[src/logic/fcs_defs.svh]
// timing counts and command codes for the flash command host controller
`ifndef FCS_DEFS_SVH
`define FCS_DEFS_SVH
// ==========================================
// command codes
`define FCS_CMD_READ 8'h00
`define FCS_CMD_READ_ALT 8'hff
`define FCS_CMD_IDENT 8'h90
`define FCS_CMD_ERASE 8'h30
`define FCS_CMD_PROG 8'h10
`define FCS_CMD_PROG_ALT 8'h50
`define FCS_ERASED_BYTE 8'hff
// ==========================================
// bus widths and positions
`define FCS_ADDR_W 15
`define FCS_DATA_W 8
`define FCS_STATUS_BIT 7
// ==========================================
// timing: clock period and phase lengths in ns
`define FCS_CLK_NS 25
`define FCS_SETUP_NS 50
`define FCS_STROBE_NS 100
`define FCS_ACCESS_NS 150
`define FCS_SETUP_CYC ((`FCS_SETUP_NS + `FCS_CLK_NS - 1) / `FCS_CLK_NS)
`define FCS_STROBE_CYC ((`FCS_STROBE_NS + `FCS_CLK_NS - 1) / `FCS_CLK_NS)
`define FCS_ACCESS_CYC ((`FCS_ACCESS_NS + `FCS_CLK_NS - 1) / `FCS_CLK_NS)
`define FCS_CNT_W 4
`endif

[src/logic/fcs_pkg.sv]
// types for the flash command host controller
package fcs_pkg;
	// ==========================================
	// user operations
	typedef enum logic [2:0] {
		FCS_OP_READ,
		FCS_OP_RESET,
		FCS_OP_PROGRAM,
		FCS_OP_ERASE,
		FCS_OP_IDENT
	} fcs_op_t;
endpackage

[src/logic/fcs_bus_cycle.sv]
// one timed cycle on the flash parallel bus, write or read
`timescale 1ns/1ps
`include "fcs_defs.svh"
module fcs_bus_cycle
	import fcs_pkg::*;
(
	input wire logic clk,
	input wire logic nrst,
	input wire logic start,
	input wire logic is_write,
	input wire logic [`FCS_ADDR_W-1:0] addr,
	input wire logic [`FCS_DATA_W-1:0] wdata,
	input wire logic [`FCS_DATA_W-1:0] dq_in,
	output logic [`FCS_ADDR_W-1:0] a_out,
	output logic [`FCS_DATA_W-1:0] dq_out,
	output logic dq_oe,
	output logic ce_n,
	output logic oe_n,
	output logic we_n,
	output logic [`FCS_DATA_W-1:0] rdata,
	output logic done
);
	typedef enum logic [1:0] {CY_IDLE, CY_SETUP, CY_STROBE, CY_HOLD} fcs_cy_t;
	fcs_cy_t st_q, st_d;
	logic [`FCS_CNT_W-1:0] cnt_q, cnt_d;
	logic wr_q, wr_d;
	logic [`FCS_ADDR_W-1:0] a_d;
	logic [`FCS_DATA_W-1:0] dq_d, rd_d, sync1_q, sync2_q;
	logic dq_oe_d, ce_n_d, oe_n_d, we_n_d, done_d;
	// ==========================================
	// sequencing: address stable before we falls, data held past we rise
	always_comb begin
		st_d = st_q;
		cnt_d = cnt_q;
		wr_d = wr_q;
		a_d = a_out;
		dq_d = dq_out;
		dq_oe_d = dq_oe;
		ce_n_d = ce_n;
		oe_n_d = oe_n;
		we_n_d = we_n;
		rd_d = rdata;
		done_d = 1'b0;
		unique case (st_q)
			CY_IDLE: begin
				if (start) begin
					st_d = CY_SETUP;
					wr_d = is_write;
					a_d = addr;
					dq_d = wdata;
					dq_oe_d = is_write;
					ce_n_d = 1'b0;
					oe_n_d = 1'b1; // oe high before any write
					cnt_d = `FCS_CNT_W'(`FCS_SETUP_CYC);
				end
			end
			CY_SETUP: begin
				if (cnt_q == '0) begin
					st_d = CY_STROBE;
					cnt_d = wr_q ? `FCS_CNT_W'(`FCS_STROBE_CYC) : `FCS_CNT_W'(`FCS_ACCESS_CYC);
					we_n_d = ~wr_q; // address latched on this fall
					oe_n_d = wr_q;
				end else begin
					cnt_d = cnt_q - 1'b1;
				end
			end
			CY_STROBE: begin
				if (cnt_q == '0) begin
					st_d = CY_HOLD;
					we_n_d = 1'b1; // data latched on this rise
					oe_n_d = 1'b1;
					if (!wr_q) begin
						rd_d = sync2_q;
					end
					cnt_d = `FCS_CNT_W'(`FCS_SETUP_CYC);
				end else begin
					cnt_d = cnt_q - 1'b1;
				end
			end
			CY_HOLD: begin
				if (cnt_q == '0) begin
					st_d = CY_IDLE;
					ce_n_d = 1'b1;
					dq_oe_d = 1'b0;
					done_d = 1'b1;
				end else begin
					cnt_d = cnt_q - 1'b1;
				end
			end
		endcase
	end
	// registers, strobes idle high, address and data low, data undriven after reset
	always_ff @(posedge clk) begin
		sync1_q <= dq_in;
		sync2_q <= sync1_q; // dq comes from the pins, so two stages
		if (!nrst) begin
			st_q <= CY_IDLE;
			cnt_q <= '0;
			wr_q <= 1'b0;
			a_out <= '0;
			dq_out <= '0;
			dq_oe <= 1'b0;
			ce_n <= 1'b1;
			oe_n <= 1'b1;
			we_n <= 1'b1;
			rdata <= '0;
			done <= 1'b0;
		end else begin
			st_q <= st_d;
			cnt_q <= cnt_d;
			wr_q <= wr_d;
			a_out <= a_d;
			dq_out <= dq_d;
			dq_oe <= dq_oe_d;
			ce_n <= ce_n_d;
			oe_n <= oe_n_d;
			we_n <= we_n_d;
			rdata <= rd_d;
			done <= done_d;
		end
	end
endmodule // fcs_bus_cycle

[src/logic/fcs_host.sv]
// host controller that issues command sequences to a parallel flash memory
`timescale 1ns/1ps
`include "fcs_defs.svh"
module fcs_host
	import fcs_pkg::*;
(
	input wire logic clk,
	input wire logic nrst,
	input wire logic req,
	input wire fcs_op_t op,
	input wire logic [`FCS_ADDR_W-1:0] addr,
	input wire logic [`FCS_DATA_W-1:0] wdata,
	input wire logic volt_req,
	output logic busy,
	output logic done,
	output logic [`FCS_DATA_W-1:0] rdata,
	output logic [`FCS_DATA_W-1:0] id_dev,
	output logic fail,
	output logic [`FCS_ADDR_W-1:0] flash_addr,
	input wire logic [`FCS_DATA_W-1:0] flash_dq_in,
	output logic [`FCS_DATA_W-1:0] flash_dq_out,
	output logic flash_dq_oe,
	output logic flash_ce_n,
	output logic flash_oe_n,
	output logic flash_we_n,
	output logic program_voltage_input
);
	typedef enum logic [2:0] {
		HS_IDLE,
		HS_CYCLE,
		HS_WAIT,
		HS_POLL,
		HS_FINISH
	} fcs_hs_t;
	fcs_hs_t st_q, st_d;
	fcs_op_t op_q, op_d;
	logic [2:0] step_q, step_d;
	logic [`FCS_ADDR_W-1:0] addr_q, addr_d;
	logic [`FCS_DATA_W-1:0] wdata_q, wdata_d;
	logic [`FCS_DATA_W-1:0] rdata_d, id_d;
	logic busy_d, done_d, fail_d, volt_d;
	logic cy_start, cy_write, cy_done;
	logic [`FCS_ADDR_W-1:0] cy_addr;
	logic [`FCS_DATA_W-1:0] cy_wdata, cy_rdata;
	// ==========================================
	// step tables: per operation, what each bus cycle is
	function automatic logic step_is_write(input fcs_op_t o, input logic [2:0] s);
		unique case (o)
			FCS_OP_READ: step_is_write = (s == 3'd0);
			FCS_OP_RESET: step_is_write = 1'b1;
			FCS_OP_PROGRAM: step_is_write = (s < 3'd2);
			FCS_OP_ERASE: step_is_write = (s < 3'd2);
			FCS_OP_IDENT: step_is_write = (s == 3'd0);
			default: step_is_write = 1'b0;
		endcase
	endfunction
	function automatic logic [2:0] last_step(input fcs_op_t o);
		unique case (o)
			FCS_OP_READ: last_step = 3'd1;
			FCS_OP_RESET: last_step = 3'd1;
			FCS_OP_PROGRAM: last_step = 3'd2;
			FCS_OP_ERASE: last_step = 3'd2;
			FCS_OP_IDENT: last_step = 3'd2;
			default: last_step = 3'd0;
		endcase
	endfunction
	// ==========================================
	// operation sequencer
	always_comb begin
		st_d = st_q;
		op_d = op_q;
		step_d = step_q;
		addr_d = addr_q;
		wdata_d = wdata_q;
		rdata_d = rdata;
		id_d = id_dev;
		busy_d = busy;
		done_d = 1'b0;
		fail_d = fail;
		volt_d = volt_req; // command register only live with voltage applied
		cy_start = 1'b0;
		cy_write = step_is_write(op_q, step_q);
		cy_addr = '0;
		cy_wdata = `FCS_CMD_READ;
		// data code selects operation; address is don't care except data steps
		unique case (op_q)
			FCS_OP_READ: begin
				cy_wdata = `FCS_CMD_READ;
				cy_addr = (step_q == 3'd0) ? '0 : addr_q;
			end
			FCS_OP_RESET: cy_wdata = `FCS_CMD_READ_ALT; // twice covers program setup
			FCS_OP_PROGRAM: begin
				cy_wdata = (step_q == 3'd0) ? `FCS_CMD_PROG : wdata_q;
				cy_addr = (step_q == 3'd0) ? '0 : addr_q;
			end
			FCS_OP_ERASE: begin
				cy_wdata = `FCS_CMD_ERASE; // staging write, then start write
				cy_addr = '0;
			end
			FCS_OP_IDENT: begin
				cy_wdata = `FCS_CMD_IDENT;
				cy_addr = (step_q == 3'd2) ? `FCS_ADDR_W'(1) : '0;
			end
			default: ;
		endcase
		unique case (st_q)
			HS_IDLE: begin
				if (req) begin
					st_d = HS_CYCLE;
					op_d = op;
					step_d = 3'd0;
					addr_d = addr;
					wdata_d = wdata;
					busy_d = 1'b1;
					fail_d = 1'b0;
				end
			end
			HS_CYCLE: begin
				cy_start = 1'b1; // bus unit gates ce/we/oe legally
				st_d = HS_WAIT;
			end
			HS_WAIT: begin
				if (cy_done) begin
					if (!cy_write) begin
						// device byte goes aside so rdata keeps the maker byte
						if (op_q == FCS_OP_IDENT && step_q == 3'd2) begin
							id_d = cy_rdata;
						end else begin
							rdata_d = cy_rdata;
						end
					end
					if (step_q == last_step(op_q)) begin
						// erase and program are polled on the status bit
						st_d = (op_q == FCS_OP_ERASE || op_q == FCS_OP_PROGRAM) ? HS_POLL : HS_FINISH;
						step_d = 3'd0;
					end else begin
						step_d = step_q + 3'd1;
						st_d = HS_CYCLE;
					end
				end
			end
			HS_POLL: begin
				// status read at target location; erase done when bit is one
				cy_write = 1'b0;
				cy_addr = addr_q;
				if (step_q == 3'd0) begin
					cy_start = 1'b1;
					step_d = 3'd1;
				end else if (cy_done) begin
					rdata_d = cy_rdata;
					step_d = 3'd0;
					if (op_q == FCS_OP_ERASE && cy_rdata[`FCS_STATUS_BIT]) begin
						st_d = HS_FINISH;
						// erased array must read all ones
						fail_d = (cy_rdata != `FCS_ERASED_BYTE);
					end else if (op_q == FCS_OP_PROGRAM &&
						cy_rdata[`FCS_STATUS_BIT] == wdata_q[`FCS_STATUS_BIT]) begin
						st_d = HS_FINISH;
					end
				end
			end
			HS_FINISH: begin
				busy_d = 1'b0;
				done_d = 1'b1;
				st_d = HS_IDLE;
			end
			default: st_d = HS_IDLE;
		endcase
	end
	// registers
	always_ff @(posedge clk) begin
		if (!nrst) begin
			st_q <= HS_IDLE;
			op_q <= FCS_OP_READ;
			step_q <= 3'd0;
			addr_q <= '0;
			wdata_q <= '0;
			rdata <= '0;
			id_dev <= '0;
			busy <= 1'b0;
			done <= 1'b0;
			fail <= 1'b0;
			program_voltage_input <= 1'b0;
		end else begin
			st_q <= st_d;
			op_q <= op_d;
			step_q <= step_d;
			addr_q <= addr_d;
			wdata_q <= wdata_d;
			rdata <= rdata_d;
			id_dev <= id_d;
			busy <= busy_d;
			done <= done_d;
			fail <= fail_d;
			program_voltage_input <= volt_d;
		end
	end
	// ==========================================
	// bus cycle engine drives the pins straight from its flip-flops
	fcs_bus_cycle u_cycle (
		.clk(clk),
		.nrst(nrst),
		.start(cy_start),
		.is_write(cy_write),
		.addr(cy_addr),
		.wdata(cy_wdata),
		.dq_in(flash_dq_in),
		.a_out(flash_addr),
		.dq_out(flash_dq_out),
		.dq_oe(flash_dq_oe),
		.ce_n(flash_ce_n),
		.oe_n(flash_oe_n),
		.we_n(flash_we_n),
		.rdata(cy_rdata),
		.done(cy_done)
	);
endmodule // fcs_host

[config.mk]
export PLATFORM = sky130hd
export DESIGN_NAME = fcs_host
export DESIGN_NICKNAME = d
export VERILOG_FILES = /design/src/logic/fcs_pkg.sv /design/src/logic/fcs_bus_cycle.sv /design/src/logic/fcs_host.sv
export VERILOG_INCLUDE_DIRS = /design/src /design/src/logic
export SDC_FILE = /design/constraint.sdc
export NUM_CORES = 1
export LEC_CHECK = 0
export BUFFER_PORTS_ARGS = -buffer_cell sky130_fd_sc_hd__buf_2
export CORE_UTILIZATION = 55
export DETAILED_ROUTE_END_ITERATION = 6
export GPL_TIMING_DRIVEN = 0
export PLACE_DENSITY = 0.91
export SLEW_MARGIN = 20
export SYNTH_ARGS = -nofsm -noshare
export SYNTH_HDL_FRONTEND = slang
export SYNTH_SLANG_ARGS = --single-unit
[constraint.sdc]
create_clock -name clk -period 2.6 [get_ports clk]
set_clock_uncertainty 0.05 [all_clocks]
set_input_delay 0 -clock clk [delete_from_list [all_inputs] [get_ports clk]]
set_output_delay 0 -clock clk [all_outputs]
set_load 0.02 [all_outputs]
# --- Word level (Yosys, flattened, before mapping) ---
# Index checks and enable logic that the tools add are counted.
totals:
  ff_bits: 111
  latchBits: 0
  mem_bits_rw: 0
  rom_bits: 0
  word_cells: 159
  memories: 0
classes:
  addsub: 2
  n_mul: 0
  n_div: 0
  order_cmp: 1
  n_eq_ne: 29
  n_shift: 0
  n_mux: 65
  bitwise_logic: 2
  reduce_logical: 36
ops:
  columns: ["cell", "n"]
  rows:
  - ["8-bit 2-to-1 mux", 6]
  - ["3-bit 2-to-1 mux", 15]
  - ["8-bit one-hot mux with 4 select lines", 1]
  - ["15-bit 2-to-1 mux", 2]
  - ["15-bit one-hot mux with 2 select lines", 1]
  - ["1-bit 2-to-1 mux", 17]
  - ["4-bit 2-to-1 mux", 4]
  - ["4-bit one-hot mux with 4 select lines", 1]
  - ["8-bit one-hot mux with 2 select lines", 1]
  - ["4-bit AND reduction", 4]
  - ["3-bit by 2-bit equality test with 1-bit output (second input constant)", 5]
  - ["2-bit inequality test (second input constant)", 7]
  - ["1-bit one-hot mux with 2 select lines", 6]
  - ["3-bit one-hot mux with 4 select lines", 1]
  - ["2-bit 2-to-1 mux", 5]
  - ["2-bit by 1-bit inequality test with 1-bit output (second input constant)", 5]
  - ["2-bit AND reduction", 5]
  - ["5-bit AND reduction", 2]
  - ["2-bit nonzero test", 5]
  - ["3-bit logical NOT", 3]
  - ["3-bit one-hot mux with 3 select lines", 1]
  - ["3-bit AND reduction", 3]
  - ["8-bit inequality test (second input constant)", 1]
  - ["2-bit one-hot mux with 4 select lines", 1]
  - ["other kinds (22)", 33]

# --- Longest topological paths before layout ---
# Gate-level depths: netlist (run 1).
logic_depth:
  ltp_word: 9
  depth_mapped: 10

# --- By module ---
# From an unflattened synthesis (run 1), not the netlist that was laid out.
unflattened:
  cells_unflattened: 584
  area_unflattened_um2: 4805.9
by_module_without_submodules:
  columns: ["mod", "instances", "cells_per_inst", "area_each_um2", "seq_area_each_um2"]
  rows:
  - ["fcs_host", 1, 341, 2652.5, 1041.0]
  - ["fcs_bus_cycle", 1, 243, 2153.3, 1181.1]

# --- Least setup slack after synthesis (run 1) ---
# OpenSTA, ideal clock, no wires.
synth_path:
  path_kind: "register -> register"
  startpoint: "reg step_q[1]"
  endpoint: "reg rdata[2]"
  setup_ns: 0.117
  t_arrival_ns: 1.800
  t_required_ns: 2.433
  setup_slack_ns: 0.633
  stages_incl_launch_ff: 11
  period_less_slack_ns: 1.967
  cell_sequence: "dfxtp_1 > buf_2 > inv_1 > ha_1 > nor2b_2 > buf_6 > a221oi_1 > a31oi_4 > buf_4 > nand3_1 > o21ai_1"
synth_between:
  elab_chain_cells: 4
  elab_cells_between_ends: 9
  cone_classes: "order compare: 1; eq/ne: 4; mux: 1; reduce/logical: 3"
synth_rtl:
  columns: ["element", "line", "source"]
  rows:
  - ["start, declared", "fcs_host.sv:37", "logic [2:0] step_q, step_d;"]
  - ["start signal, assigned", "fcs_host.sv:187", "step_q <= step_d;"]
  - ["3-bit by 2-bit less-than comparator with 1-bit output (tied with other cells)", "fcs_host.sv:51, fcs_host.sv:52", null]
  - ["1-bit one-hot mux with 3 select lines or 1-bit logical AND (tied branches)", "fcs_host.sv:48, fcs_host.sv:126", null]
  - ["2-bit inequality test (no source line)", null, null]
  - ["6-bit AND reduction (no source line) *", null, null]
  - ["end signal, assigned", "fcs_host.sv:190", "rdata <= rdata_d;"]
  - ["end, declared", "fcs_host.sv:16", "output logic [`FCS_DATA_W-1:0] rdata,"]
# Mark *: on every way between the ends. The rest lies on a longest branch, timed or not.
# A chain may end at the register's enable or synchronous reset.

# --- Final worst setup path (run 1) ---
layout_path:
  startpoint: "reg step_q[1]"
  endpoint: "reg u_cycle.a_out[12]"
layout_between:
  elab_chain_cells: 4
  elab_cells_between_ends: 7
  cone_classes: "mux: 5; reduce/logical: 2"
layout_rtl:
  columns: ["element", "line", "source"]
  rows:
  - ["3-bit logical NOT *", "fcs_host.sv:89, fcs_host.sv:94, fcs_host.sv:146", null]
  - ["15-bit 2-to-1 mux or 1-bit 2-to-1 mux (tied branches)", "fcs_host.sv:89, fcs_host.sv:94, fcs_host.sv:146", null]
  - ["15-bit one-hot mux with 2 select lines or 1-bit one-hot mux with 2 select lines (tied branches)", "fcs_host.sv:86, fcs_host.sv:106", null]
  - ["15-bit 2-to-1 mux or 2-bit AND reduction (tied branches)", null, null]
  - ["end signal, assigned", "fcs_bus_cycle.sv:100", "a_out <= '0;"]
  - ["end signal, assigned", "fcs_bus_cycle.sv:112", "a_out <= a_d;"]
  - ["end, declared", "fcs_bus_cycle.sv:14", "output logic [`FCS_ADDR_W-1:0] a_out,"]
# Marked as above.

==> run_summary.xml, run 1 <==
<?xml version="1.0" encoding="UTF-8"?>
<metrics>
  <group name="cts">
    <metric name="clockBufferDepth" unit="">2</metric>
    <metric name="clk_root_buffer_cell" unit="">sky130_fd_sc_hd__clkbuf_8</metric>
    <metric name="clk_pin_slew" unit="ns">0.11</metric>
    <metric name="clock_sink_count" unit="">111</metric>
    <metric name="cts_repair_resize_count" unit="">0</metric>
    <metric name="post-cts-setup-buffer-count" unit="">0</metric>
    <metric name="worstSkewPairLatency" unit="ns">0.38</metric>
    <metric name="clock_tree.htree_level_count" unit="">3</metric>
    <metric name="cts.hold.buffers_added" unit="">36</metric>
    <metric name="numCtsBuffers" unit="">9</metric>
    <metric name="tritoncts" unit="">built</metric>
  </group>
  <group name="worst_setup_path">
    <metric name="worst_ep_required_time" unit="ns">2.85</metric>
    <metric name="path_class" unit="">reg2reg</metric>
    <metric name="critical_path.startpoint_type" unit="">register</metric>
    <metric name="largest_fanout_on_the_critical_path" unit="">10</metric>
    <metric name="arrival" unit="ns">2.67</metric>
    <metric name="timing.critical_path.to_type" unit="">register</metric>
  </group>
  <group name="finish">
    <metric name="diodes" unit="">0</metric>
    <metric name="syn_to_final_growth" unit="%">24.9</metric>
    <metric name="utilization" unit="%">71.5</metric>
    <metric name="layout-drive-gt1-share" unit="%">21.3</metric>
    <metric name="final.fill_count" unit="">577</metric>
    <metric name="final_stage_net_count" unit="">670</metric>
  </group>
  <group name="global_routing">
    <metric name="gr-total-overflow" unit="">0</metric>
    <metric name="pin_count_of_the_biggest_net_entering_global_routing" unit="">19</metric>
    <metric name="grt_use_total" unit="%">29.0</metric>
    <metric name="antenna_found_initial" unit="">0</metric>
    <metric name="via_count_of_the_first_global_routing_pass" unit="">3978</metric>
    <metric name="grt_first_pass_wirelength" unit="um">19200</metric>
  </group>
  <group name="synth">
    <metric name="yosys_warnings" unit="">0</metric>
    <metric name="cell_area_after_synthesis" unit="um^2">4450</metric>
    <metric name="async_flop_share" unit="%">0</metric>
    <metric name="postSynth.topFlopCell" unit="">sky130_fd_sc_hd__dfxtp_1</metric>
    <metric name="synth_fp_nets" unit="">540</metric>
    <metric name="syn_avg_cell_area" unit="um^2">9.02</metric>
    <metric name="synth_top_cell_area_share" unit="%">50.0</metric>
    <metric name="instance_count_of_the_mapped_netlist" unit="">493</metric>
    <metric name="yosys-top-cells-area" unit="">sky130_fd_sc_hd__dfxtp_1 (50%), sky130_fd_sc_hd__nand2_1 (6.7%), sky130_fd_sc_hd__a21oi_1 (5.6%), sky130_fd_sc_hd__nor2_1 (4.1%), sky130_fd_sc_hd__mux2i_1 (3.8%)</metric>
    <metric name="synth.lib_cells_used.distinct" unit="">61</metric>
    <metric name="ys_ff_latch" unit="">111</metric>
    <metric name="synth_seq_area_share" unit="%">50.0</metric>
    <metric name="synth_enable_flop_cells" unit="">0</metric>
    <metric name="synth.largest_area_cell" unit="">sky130_fd_sc_hd__dfxtp_1</metric>
  </group>
  <group name="floorplan">
    <metric name="top_level_ports" unit="">85</metric>
    <metric name="start_util" unit="%">57.2</metric>
    <metric name="die_height" unit="um">91.9</metric>
    <metric name="design.die.area" unit="um^2">8450</metric>
    <metric name="die_width" unit="um">91.9</metric>
    <metric name="fp-row-count" unit="">32</metric>
    <metric name="coreArea" unit="um^2">7770</metric>
  </group>
  <group name="sta">
    <metric name="rsz0062_at_grt" unit="">no</metric>
    <metric name="report.final.setup_viol" unit="">0</metric>
    <metric name="timing.setup.tns" unit="ns">0</metric>
    <metric name="final_period_minus_worst_setup_slack" unit="ns">2.42</metric>
    <metric name="max_slew_margin" unit="%">59.8</metric>
    <metric name="timing_hold_violations_final" unit="">0</metric>
    <metric name="tightestPinTransition" unit="ns">0.604</metric>
    <metric name="finalCritPeriodShare" unit="%">93.2</metric>
    <metric name="clock.fmax" unit="GHz">0.412</metric>
    <metric name="report.final.slew_viol_count" unit="">0</metric>
  </group>
  <group name="route">
    <metric name="ant_nets" unit="">0</metric>
    <metric name="route.detailed.wl_per_inst" unit="um">16.2</metric>
    <metric name="vias" unit="">4214</metric>
    <metric name="avgViaCountPerCell" unit="">5.77</metric>
    <metric name="drc_errors" unit="">0</metric>
    <metric name="finalWirelength" unit="um">11800</metric>
    <metric name="detail_route.iter0.violations" unit="">577</metric>
    <metric name="number_of_optimization_iterations_in_the_first_detailed_route_pass" unit="">5</metric>
  </group>
  <group name="run_status">
    <metric name="run_status" unit="">finished, final reports clean</metric>
  </group>
  <group name="pwr">
    <metric name="power.ir.vdd_worst" unit="mV">0.473</metric>
    <metric name="p_leak" unit="nW">2.41</metric>
    <metric name="p_per_area" unit="nW/um^2">754</metric>
  </group>
  <group name="placement">
    <metric name="detailedPlacementHpwl" unit="um">7510</metric>
    <metric name="port_buffers" unit="">83</metric>
    <metric name="globalplace.congestion" unit="">0.932</metric>
  </group>
  <group name="run">
    <metric name="max_cap_violations" unit="">0</metric>
  </group>
  <group name="min_path">
    <metric name="timing.hold.worst.class" unit="">in2reg</metric>
  </group>
</metrics>
cell usage after synthesis, types with 3 or more instances:
| cell type | count |
|---|---|
| sky130_fd_sc_hd__dfxtp_1 | 111 |
| sky130_fd_sc_hd__nand2_1 | 79 |
| sky130_fd_sc_hd__a21oi_1 | 50 |
| sky130_fd_sc_hd__nor2_1 | 49 |
| sky130_fd_sc_hd__mux2i_1 | 17 |
| sky130_fd_sc_hd__a22oi_1 | 14 |
| sky130_fd_sc_hd__clkbuf_1 | 13 |
| sky130_fd_sc_hd__o21ai_0 | 13 |
| sky130_fd_sc_hd__buf_2 | 11 |
| sky130_fd_sc_hd__nor3_1 | 10 |
| sky130_fd_sc_hd__o21ai_1 | 10 |
| sky130_fd_sc_hd__ha_1 | 9 |
| sky130_fd_sc_hd__nand3_1 | 9 |
| sky130_fd_sc_hd__inv_1 | 8 |
| sky130_fd_sc_hd__nand3b_1 | 8 |
| sky130_fd_sc_hd__a31oi_1 | 6 |
| sky130_fd_sc_hd__nand4b_1 | 5 |
| sky130_fd_sc_hd__o21a_1 | 4 |
| sky130_fd_sc_hd__buf_4 | 3 |
| sky130_fd_sc_hd__buf_6 | 3 |
| sky130_fd_sc_hd__nand2b_1 | 3 |
| sky130_fd_sc_hd__nand4_1 | 3 |
| sky130_fd_sc_hd__nor2b_1 | 3 |
| sky130_fd_sc_hd__o22ai_1 | 3 |
| sky130_fd_sc_hd__or2_2 | 3 |
layout make-up:
| type | count | area (um^2) | area share (%) |
|---|---|---|---|
| tap | 102 | 128 | 2.30 |
| clock inverter | 5 | 63.8 | 1.15 |
| timing repair buffer | 119 | 776 | 14.0 |
| multi-input combinational | 341 | 2020 | 36.4 |
| sequential | 111 | 2220 | 40.0 |
| inverter | 9 | 33.8 | 0.608 |
| clock buffer | 11 | 141 | 2.55 |
| buffer | 32 | 168 | 3.02 |
worst max-delay path, cell delays in order, from the launching register on:
cell and delay, ns:
sky130_fd_sc_hd__dfxtp_1 0.36, sky130_fd_sc_hd__buf_2 0.23, sky130_fd_sc_hd__inv_1 0.10, sky130_fd_sc_hd__ha_1 0.20, sky130_fd_sc_hd__nor2b_2 0.16, sky130_fd_sc_hd__buf_6 0.14, sky130_fd_sc_hd__or3_4 0.37, sky130_fd_sc_hd__a21oi_4 0.26
sky130_fd_sc_hd__buf_6 0.19, sky130_fd_sc_hd__a22oi_1 0.09, sky130_fd_sc_hd__nor2_1 0.20
cell usage in the layout (no fill, tap or decap), types with 3 or more instances in the layout:
master	instances
sky130_fd_sc_hd__o22ai_1	3
sky130_fd_sc_hd__nand3b_1	8
sky130_fd_sc_hd__dlygate4sd3_1	36
sky130_fd_sc_hd__buf_4	3
sky130_fd_sc_hd__ha_1	9
sky130_fd_sc_hd__a21oi_1	50
sky130_fd_sc_hd__buf_6	3
sky130_fd_sc_hd__o21ai_1	10
sky130_fd_sc_hd__nand4b_1	5
sky130_fd_sc_hd__clkbuf_1	14
sky130_fd_sc_hd__nand3_1	9
sky130_fd_sc_hd__nand2b_1	3
sky130_fd_sc_hd__nor2_1	49
sky130_fd_sc_hd__nand2_1	79
sky130_fd_sc_hd__clkbuf_8	10
sky130_fd_sc_hd__a31oi_1	6
sky130_fd_sc_hd__o21a_1	4
sky130_fd_sc_hd__dfxtp_1	111
sky130_fd_sc_hd__buf_2	94
sky130_fd_sc_hd__nor2b_1	3
sky130_fd_sc_hd__inv_1	8
sky130_fd_sc_hd__o21ai_0	13
sky130_fd_sc_hd__or2_2	3
sky130_fd_sc_hd__mux2i_1	17
sky130_fd_sc_hd__nor3_1	10
sky130_fd_sc_hd__nand4_1	3
sky130_fd_sc_hd__a22oi_1	14
per-stage QoR:
stage	cells	power (mW)	worst slack [ns]	cell area, um^2	hold slack, ns
2_1_floorplan	493	2.77	0.633	4450	-0.0223
3_3_place_gp	678	3.01	0.414	4990	0.0520
3_5_place_dp	678	3.06	0.366	4990	0.0539
4_1_cts	730	4.15	0.335	5550	0.000730
5_1_grt	730	4.38	0.148	5550	0.0304
6_report	730	4.19	0.176	5550	0.00257
routing by layer:
layer	vias to the layer above	global-route usage, %	wire length, um
met5	-	0	0
met2	225	47.9	5660
met4	0	17.6	562
li1	1979	-	-
met3	61	5.56	849
met1	1949	35.0	4740
path summary, 6_finish.rpt:
path,end,slack [ns],cells past startpoint,start
max,u_cycle.a_out[12],0.18,10,step_q[1]
min reg2reg,u_cycle.sync2_q[1],0.29,0,u_cycle.sync1_q[1]
min,u_cycle.cnt_q[2],0.003,3,nrst
max reg2reg,u_cycle.a_out[12],0.18,10,step_q[1]
report_power, final:
part	internal (mW)	switching, mW
combinational	0.431	0.701
clock	0.482	0.601
sequential	1.86	0.113
flip-flops by register name, indices dropped and copies added, names as in the netlist:
name and flops:
u_cycle.sync2_q 8, fail 1, u_cycle.a_out 15, st_q 3
u_cycle.rdata 8, done 1, u_cycle.sync1_q 8, u_cycle.dq_out 8
step_q 3, wdata_q 8, op_q 3, addr_q 15
u_cycle.we_n 1, u_cycle.dq_oe 1, u_cycle.wr_q 1, u_cycle.oe_n 1
u_cycle.st_q 2, busy 1, u_cycle.ce_n 1, u_cycle.cnt_q 4
rdata 8, id_dev 8, program_voltage_input 1, u_cycle.done 1
cells by family (layout without fill, tap and decap cells):
family,after synthesis,count (layout),share of synthesized area (%)
multiplexers,18,18,4.08
flip-flops,111,111,50.0
buffers and inverters,41,176,4.53
AO/OA/AOI/OAI,123,123,17.8
AND/OR/NAND/NOR,189,189,20.7
XOR/XNOR,2,2,0.394
adder cells (fa/ha/maj),9,9,2.53
Power figures use the tool's default switching activity.
==> inputs of run 2 (changes only) <==
PLACE_DENSITY = 0.84   (was 0.91)
==> run 2 against run 1 <==
  * Combinational power is essentially flat
  * Non-clock buffer count grew 1
  * Via count shrank 1.2%
  * Sequential power is essentially flat
  * Final area is essentially flat
  * First-iteration DRC count shrank 45%
  * Setup slack gained 0.17 ns
  * Largest cell class unchanged
  * Largest power group unchanged
  * Highest routed layer unchanged
==> run_summary.xml, run 2 (synthesized netlist as in run 1, its figures left out) <==
<?xml version="1.0" encoding="UTF-8"?>
<metrics>
  <group name="cts">
    <metric name="clockBufferDepth" unit="">2</metric>
    <metric name="clock_sink_count" unit="">111</metric>
    <metric name="tritoncts" unit="">built</metric>
    <metric name="clock_tree.htree_level_count" unit="">3</metric>
    <metric name="worstSkewPairLatency" unit="ns">0.38</metric>
    <metric name="clk_pin_slew" unit="ns">0.11</metric>
    <metric name="post-cts-setup-buffer-count" unit="">0</metric>
    <metric name="numCtsBuffers" unit="">9</metric>
    <metric name="clk_root_buffer_cell" unit="">sky130_fd_sc_hd__clkbuf_8</metric>
  </group>
  <group name="sta">
    <metric name="worst_path_setup_slack_after_routing" unit="ns">0.349</metric>
    <metric name="max_slew_margin" unit="%">58.4</metric>
    <metric name="report.final.slew_viol_count" unit="">0</metric>
    <metric name="finalCritPeriodShare" unit="%">86.6</metric>
    <metric name="timing.setup.tns" unit="ns">0</metric>
    <metric name="tightestPinTransition" unit="ns">0.620</metric>
    <metric name="report.final.setup_viol" unit="">0</metric>
    <metric name="clock.fmax" unit="GHz">0.444</metric>
    <metric name="final_period_minus_worst_setup_slack" unit="ns">2.25</metric>
    <metric name="rsz0062_at_grt" unit="">no</metric>
    <metric name="timing_hold_violations_final" unit="">0</metric>
  </group>
  <group name="min_path">
    <metric name="timing.hold.worst_path_depth" unit="">2</metric>
    <metric name="start_point_of_the_worst_hold_path" unit="">flash_dq_in[7]</metric>
    <metric name="min_delay_worst_endpoint" unit="">u_cycle.sync1_q[7]</metric>
    <metric name="timing.hold.worst.class" unit="">in2reg</metric>
  </group>
  <group name="placement">
    <metric name="dpl-instance-area" unit="um^2">4990</metric>
    <metric name="port_buffers" unit="">83</metric>
    <metric name="detailedPlacementHpwl" unit="um">7490</metric>
    <metric name="globalplace.congestion" unit="">0.900</metric>
    <metric name="dp.cells" unit="">678</metric>
    <metric name="dpl_ws" unit="ns">0.428</metric>
  </group>
  <group name="finish">
    <metric name="layoutNonFillerInstCount" unit="">732</metric>
    <metric name="final_common_cell" unit="">sky130_fd_sc_hd__dfxtp_1</metric>
    <metric name="final_stage_net_count" unit="">671</metric>
    <metric name="layout-drive-gt1-share" unit="%">21.5</metric>
    <metric name="syn_to_final_growth" unit="%">24.9</metric>
    <metric name="layout.cells.most_common_list" unit="">sky130_fd_sc_hd__dfxtp_1 (111), sky130_fd_sc_hd__buf_2 (94), sky130_fd_sc_hd__nand2_1 (79), sky130_fd_sc_hd__a21oi_1 (50), sky130_fd_sc_hd__nor2_1 (49)</metric>
    <metric name="utilization" unit="%">71.5</metric>
    <metric name="design_area" unit="um^2">5550</metric>
    <metric name="top_regs" unit="">addr_q: 15 flops, u_cycle.a_out: 15 flops</metric>
  </group>
  <group name="route">
    <metric name="avgViaCountPerCell" unit="">5.69</metric>
    <metric name="drc_errors" unit="">0</metric>
    <metric name="route.detailed.wl_per_inst" unit="um">15.4</metric>
    <metric name="finalWirelength" unit="um">11300</metric>
    <metric name="number_of_optimization_iterations_in_the_first_detailed_route_pass" unit="">6</metric>
    <metric name="detail_route.iter0.violations" unit="">315</metric>
    <metric name="vias" unit="">4162</metric>
    <metric name="ant_nets" unit="">0</metric>
  </group>
  <group name="global_routing">
    <metric name="grt_use_total" unit="%">27.8</metric>
    <metric name="antenna_found_initial" unit="">0</metric>
    <metric name="pin_count_of_the_biggest_net_entering_global_routing" unit="">20</metric>
    <metric name="via_count_of_the_first_global_routing_pass" unit="">3925</metric>
    <metric name="gr-total-overflow" unit="">0</metric>
    <metric name="grt_first_pass_wirelength" unit="um">18600</metric>
  </group>
  <group name="pwr">
    <metric name="power.ir.vdd_worst" unit="mV">0.410</metric>
    <metric name="p_leak" unit="nW">2.41</metric>
    <metric name="p_per_area" unit="nW/um^2">739</metric>
  </group>
  <group name="floorplan">
    <metric name="coreArea" unit="um^2">7770</metric>
    <metric name="top_level_ports" unit="">85</metric>
    <metric name="design.die.area" unit="um^2">8450</metric>
    <metric name="die_width" unit="um">91.9</metric>
    <metric name="die_height" unit="um">91.9</metric>
    <metric name="fp-row-count" unit="">32</metric>
    <metric name="start_util" unit="%">57.2</metric>
  </group>
  <group name="worst_setup_path">
    <metric name="critical_path.startpoint_type" unit="">register</metric>
    <metric name="regToRegSetupSlack" unit="ns">0.35</metric>
    <metric name="path_class" unit="">reg2reg</metric>
    <metric name="worst_ep_required_time" unit="ns">2.86</metric>
    <metric name="largest_fanout_on_the_critical_path" unit="">10</metric>
    <metric name="worst_r2r_path_depth" unit="">10</metric>
    <metric name="arrival" unit="ns">2.51</metric>
    <metric name="worstReg2RegEnd" unit="">u_cycle.a_out[6]</metric>
    <metric name="regToRegStartpoint" unit="">step_q[1]</metric>
    <metric name="timing.critical_path.to_type" unit="">register</metric>
  </group>
  <group name="run_status">
    <metric name="run_status" unit="">finished, final reports clean</metric>
  </group>
  <group name="run">
    <metric name="max_cap_violations" unit="">0</metric>
  </group>
</metrics>
==> run 2: cell count changes in the layout (fill, tap and decap cells not counted) <==
cell / delta
sky130_fd_sc_hd__inv_8: +2
sky130_fd_sc_hd__clkbuf_1: -1
sky130_fd_sc_hd__diode_2: +1
sky130_fd_sc_hd__dlygate4sd3_1: +1
sky130_fd_sc_hd__inv_6: -1
sky130_fd_sc_hd__clkinv_2: +1
sky130_fd_sc_hd__bufinv_16: -1
==> run 2: metrics by stage <==
stage | power (mW) | hold slack (ns)
finish | 4.10 | 0.203
global route | 4.31 | 0.198
CTS | 4.08 | 0.194
detailed placement | 3.06 | 0.0536
global placement | 3.01 | 0.0520
floorplan | 2.77 | -0.0223
==> run 2: layout make-up <==
| cell class | count | area (um^2) |
|---|---|---|
| clock inverters | 6 | 52.6 |
| repair buffers | 120 | 786 |
| multi-input cells | 341 | 2020 |
| flip-flops and latches | 111 | 2220 |
| well taps | 102 | 128 |
| diodes | 1 | 2.50 |
| inverters | 9 | 33.8 |
| plain buffers | 32 | 168 |
| fillers | 591 | 2220 |
| clock buffers | 10 | 138 |
==> run 2: critical path, stage by stage, from the launching register on <==
cell                      delay, ns
sky130_fd_sc_hd__dfxtp_1       0.36
sky130_fd_sc_hd__buf_2         0.21
sky130_fd_sc_hd__inv_1         0.10
sky130_fd_sc_hd__ha_1          0.20
sky130_fd_sc_hd__nor2b_2       0.16
sky130_fd_sc_hd__buf_6         0.14
sky130_fd_sc_hd__or3_4         0.34
sky130_fd_sc_hd__a21oi_4       0.24
sky130_fd_sc_hd__buf_6         0.18
sky130_fd_sc_hd__a22oi_1       0.09
sky130_fd_sc_hd__nor2_1        0.12
==> run 2: worst max path at each step <==
stage	from	end	cells after the start
floorplan	step_q[1]	rdata[2]	10
global placement	step_q[1]	id_dev[6]	10
detailed placement	step_q[1]	rdata[3]	10
CTS	step_q[1]	u_cycle.a_out[8]	10
global route	step_q[1]	u_cycle.a_out[12]	10
finish	step_q[1]	u_cycle.a_out[6]	10
==> run 2: per-layer routing <==
layer | share of wire (%) | track usage (%) | vias to the layer above
met1 | 42 | 35.3 | 1964
met4 | 4.0 | 16.5 | 0
li1 | - | - | 1973
met3 | 6.6 | 4.73 | 42
met2 | 48 | 44.3 | 183
met5 | 0 | 0 | -
==> run 2: where the power goes <==
part | total, mW | leakage, nW | internal [mW] | switching (mW)
sequential | 1.97 | 0.908 | 1.86 | 0.113
combinational | 1.12 | 1.41 | 0.433 | 0.689
clock | 1.01 | 0.0967 | 0.392 | 0.615
==> run 2: repair_timing <==
action,in CTS,in global routing
resized for setup,0,0
hold buffers,37,0
endpoints found under the hold margin,37,0
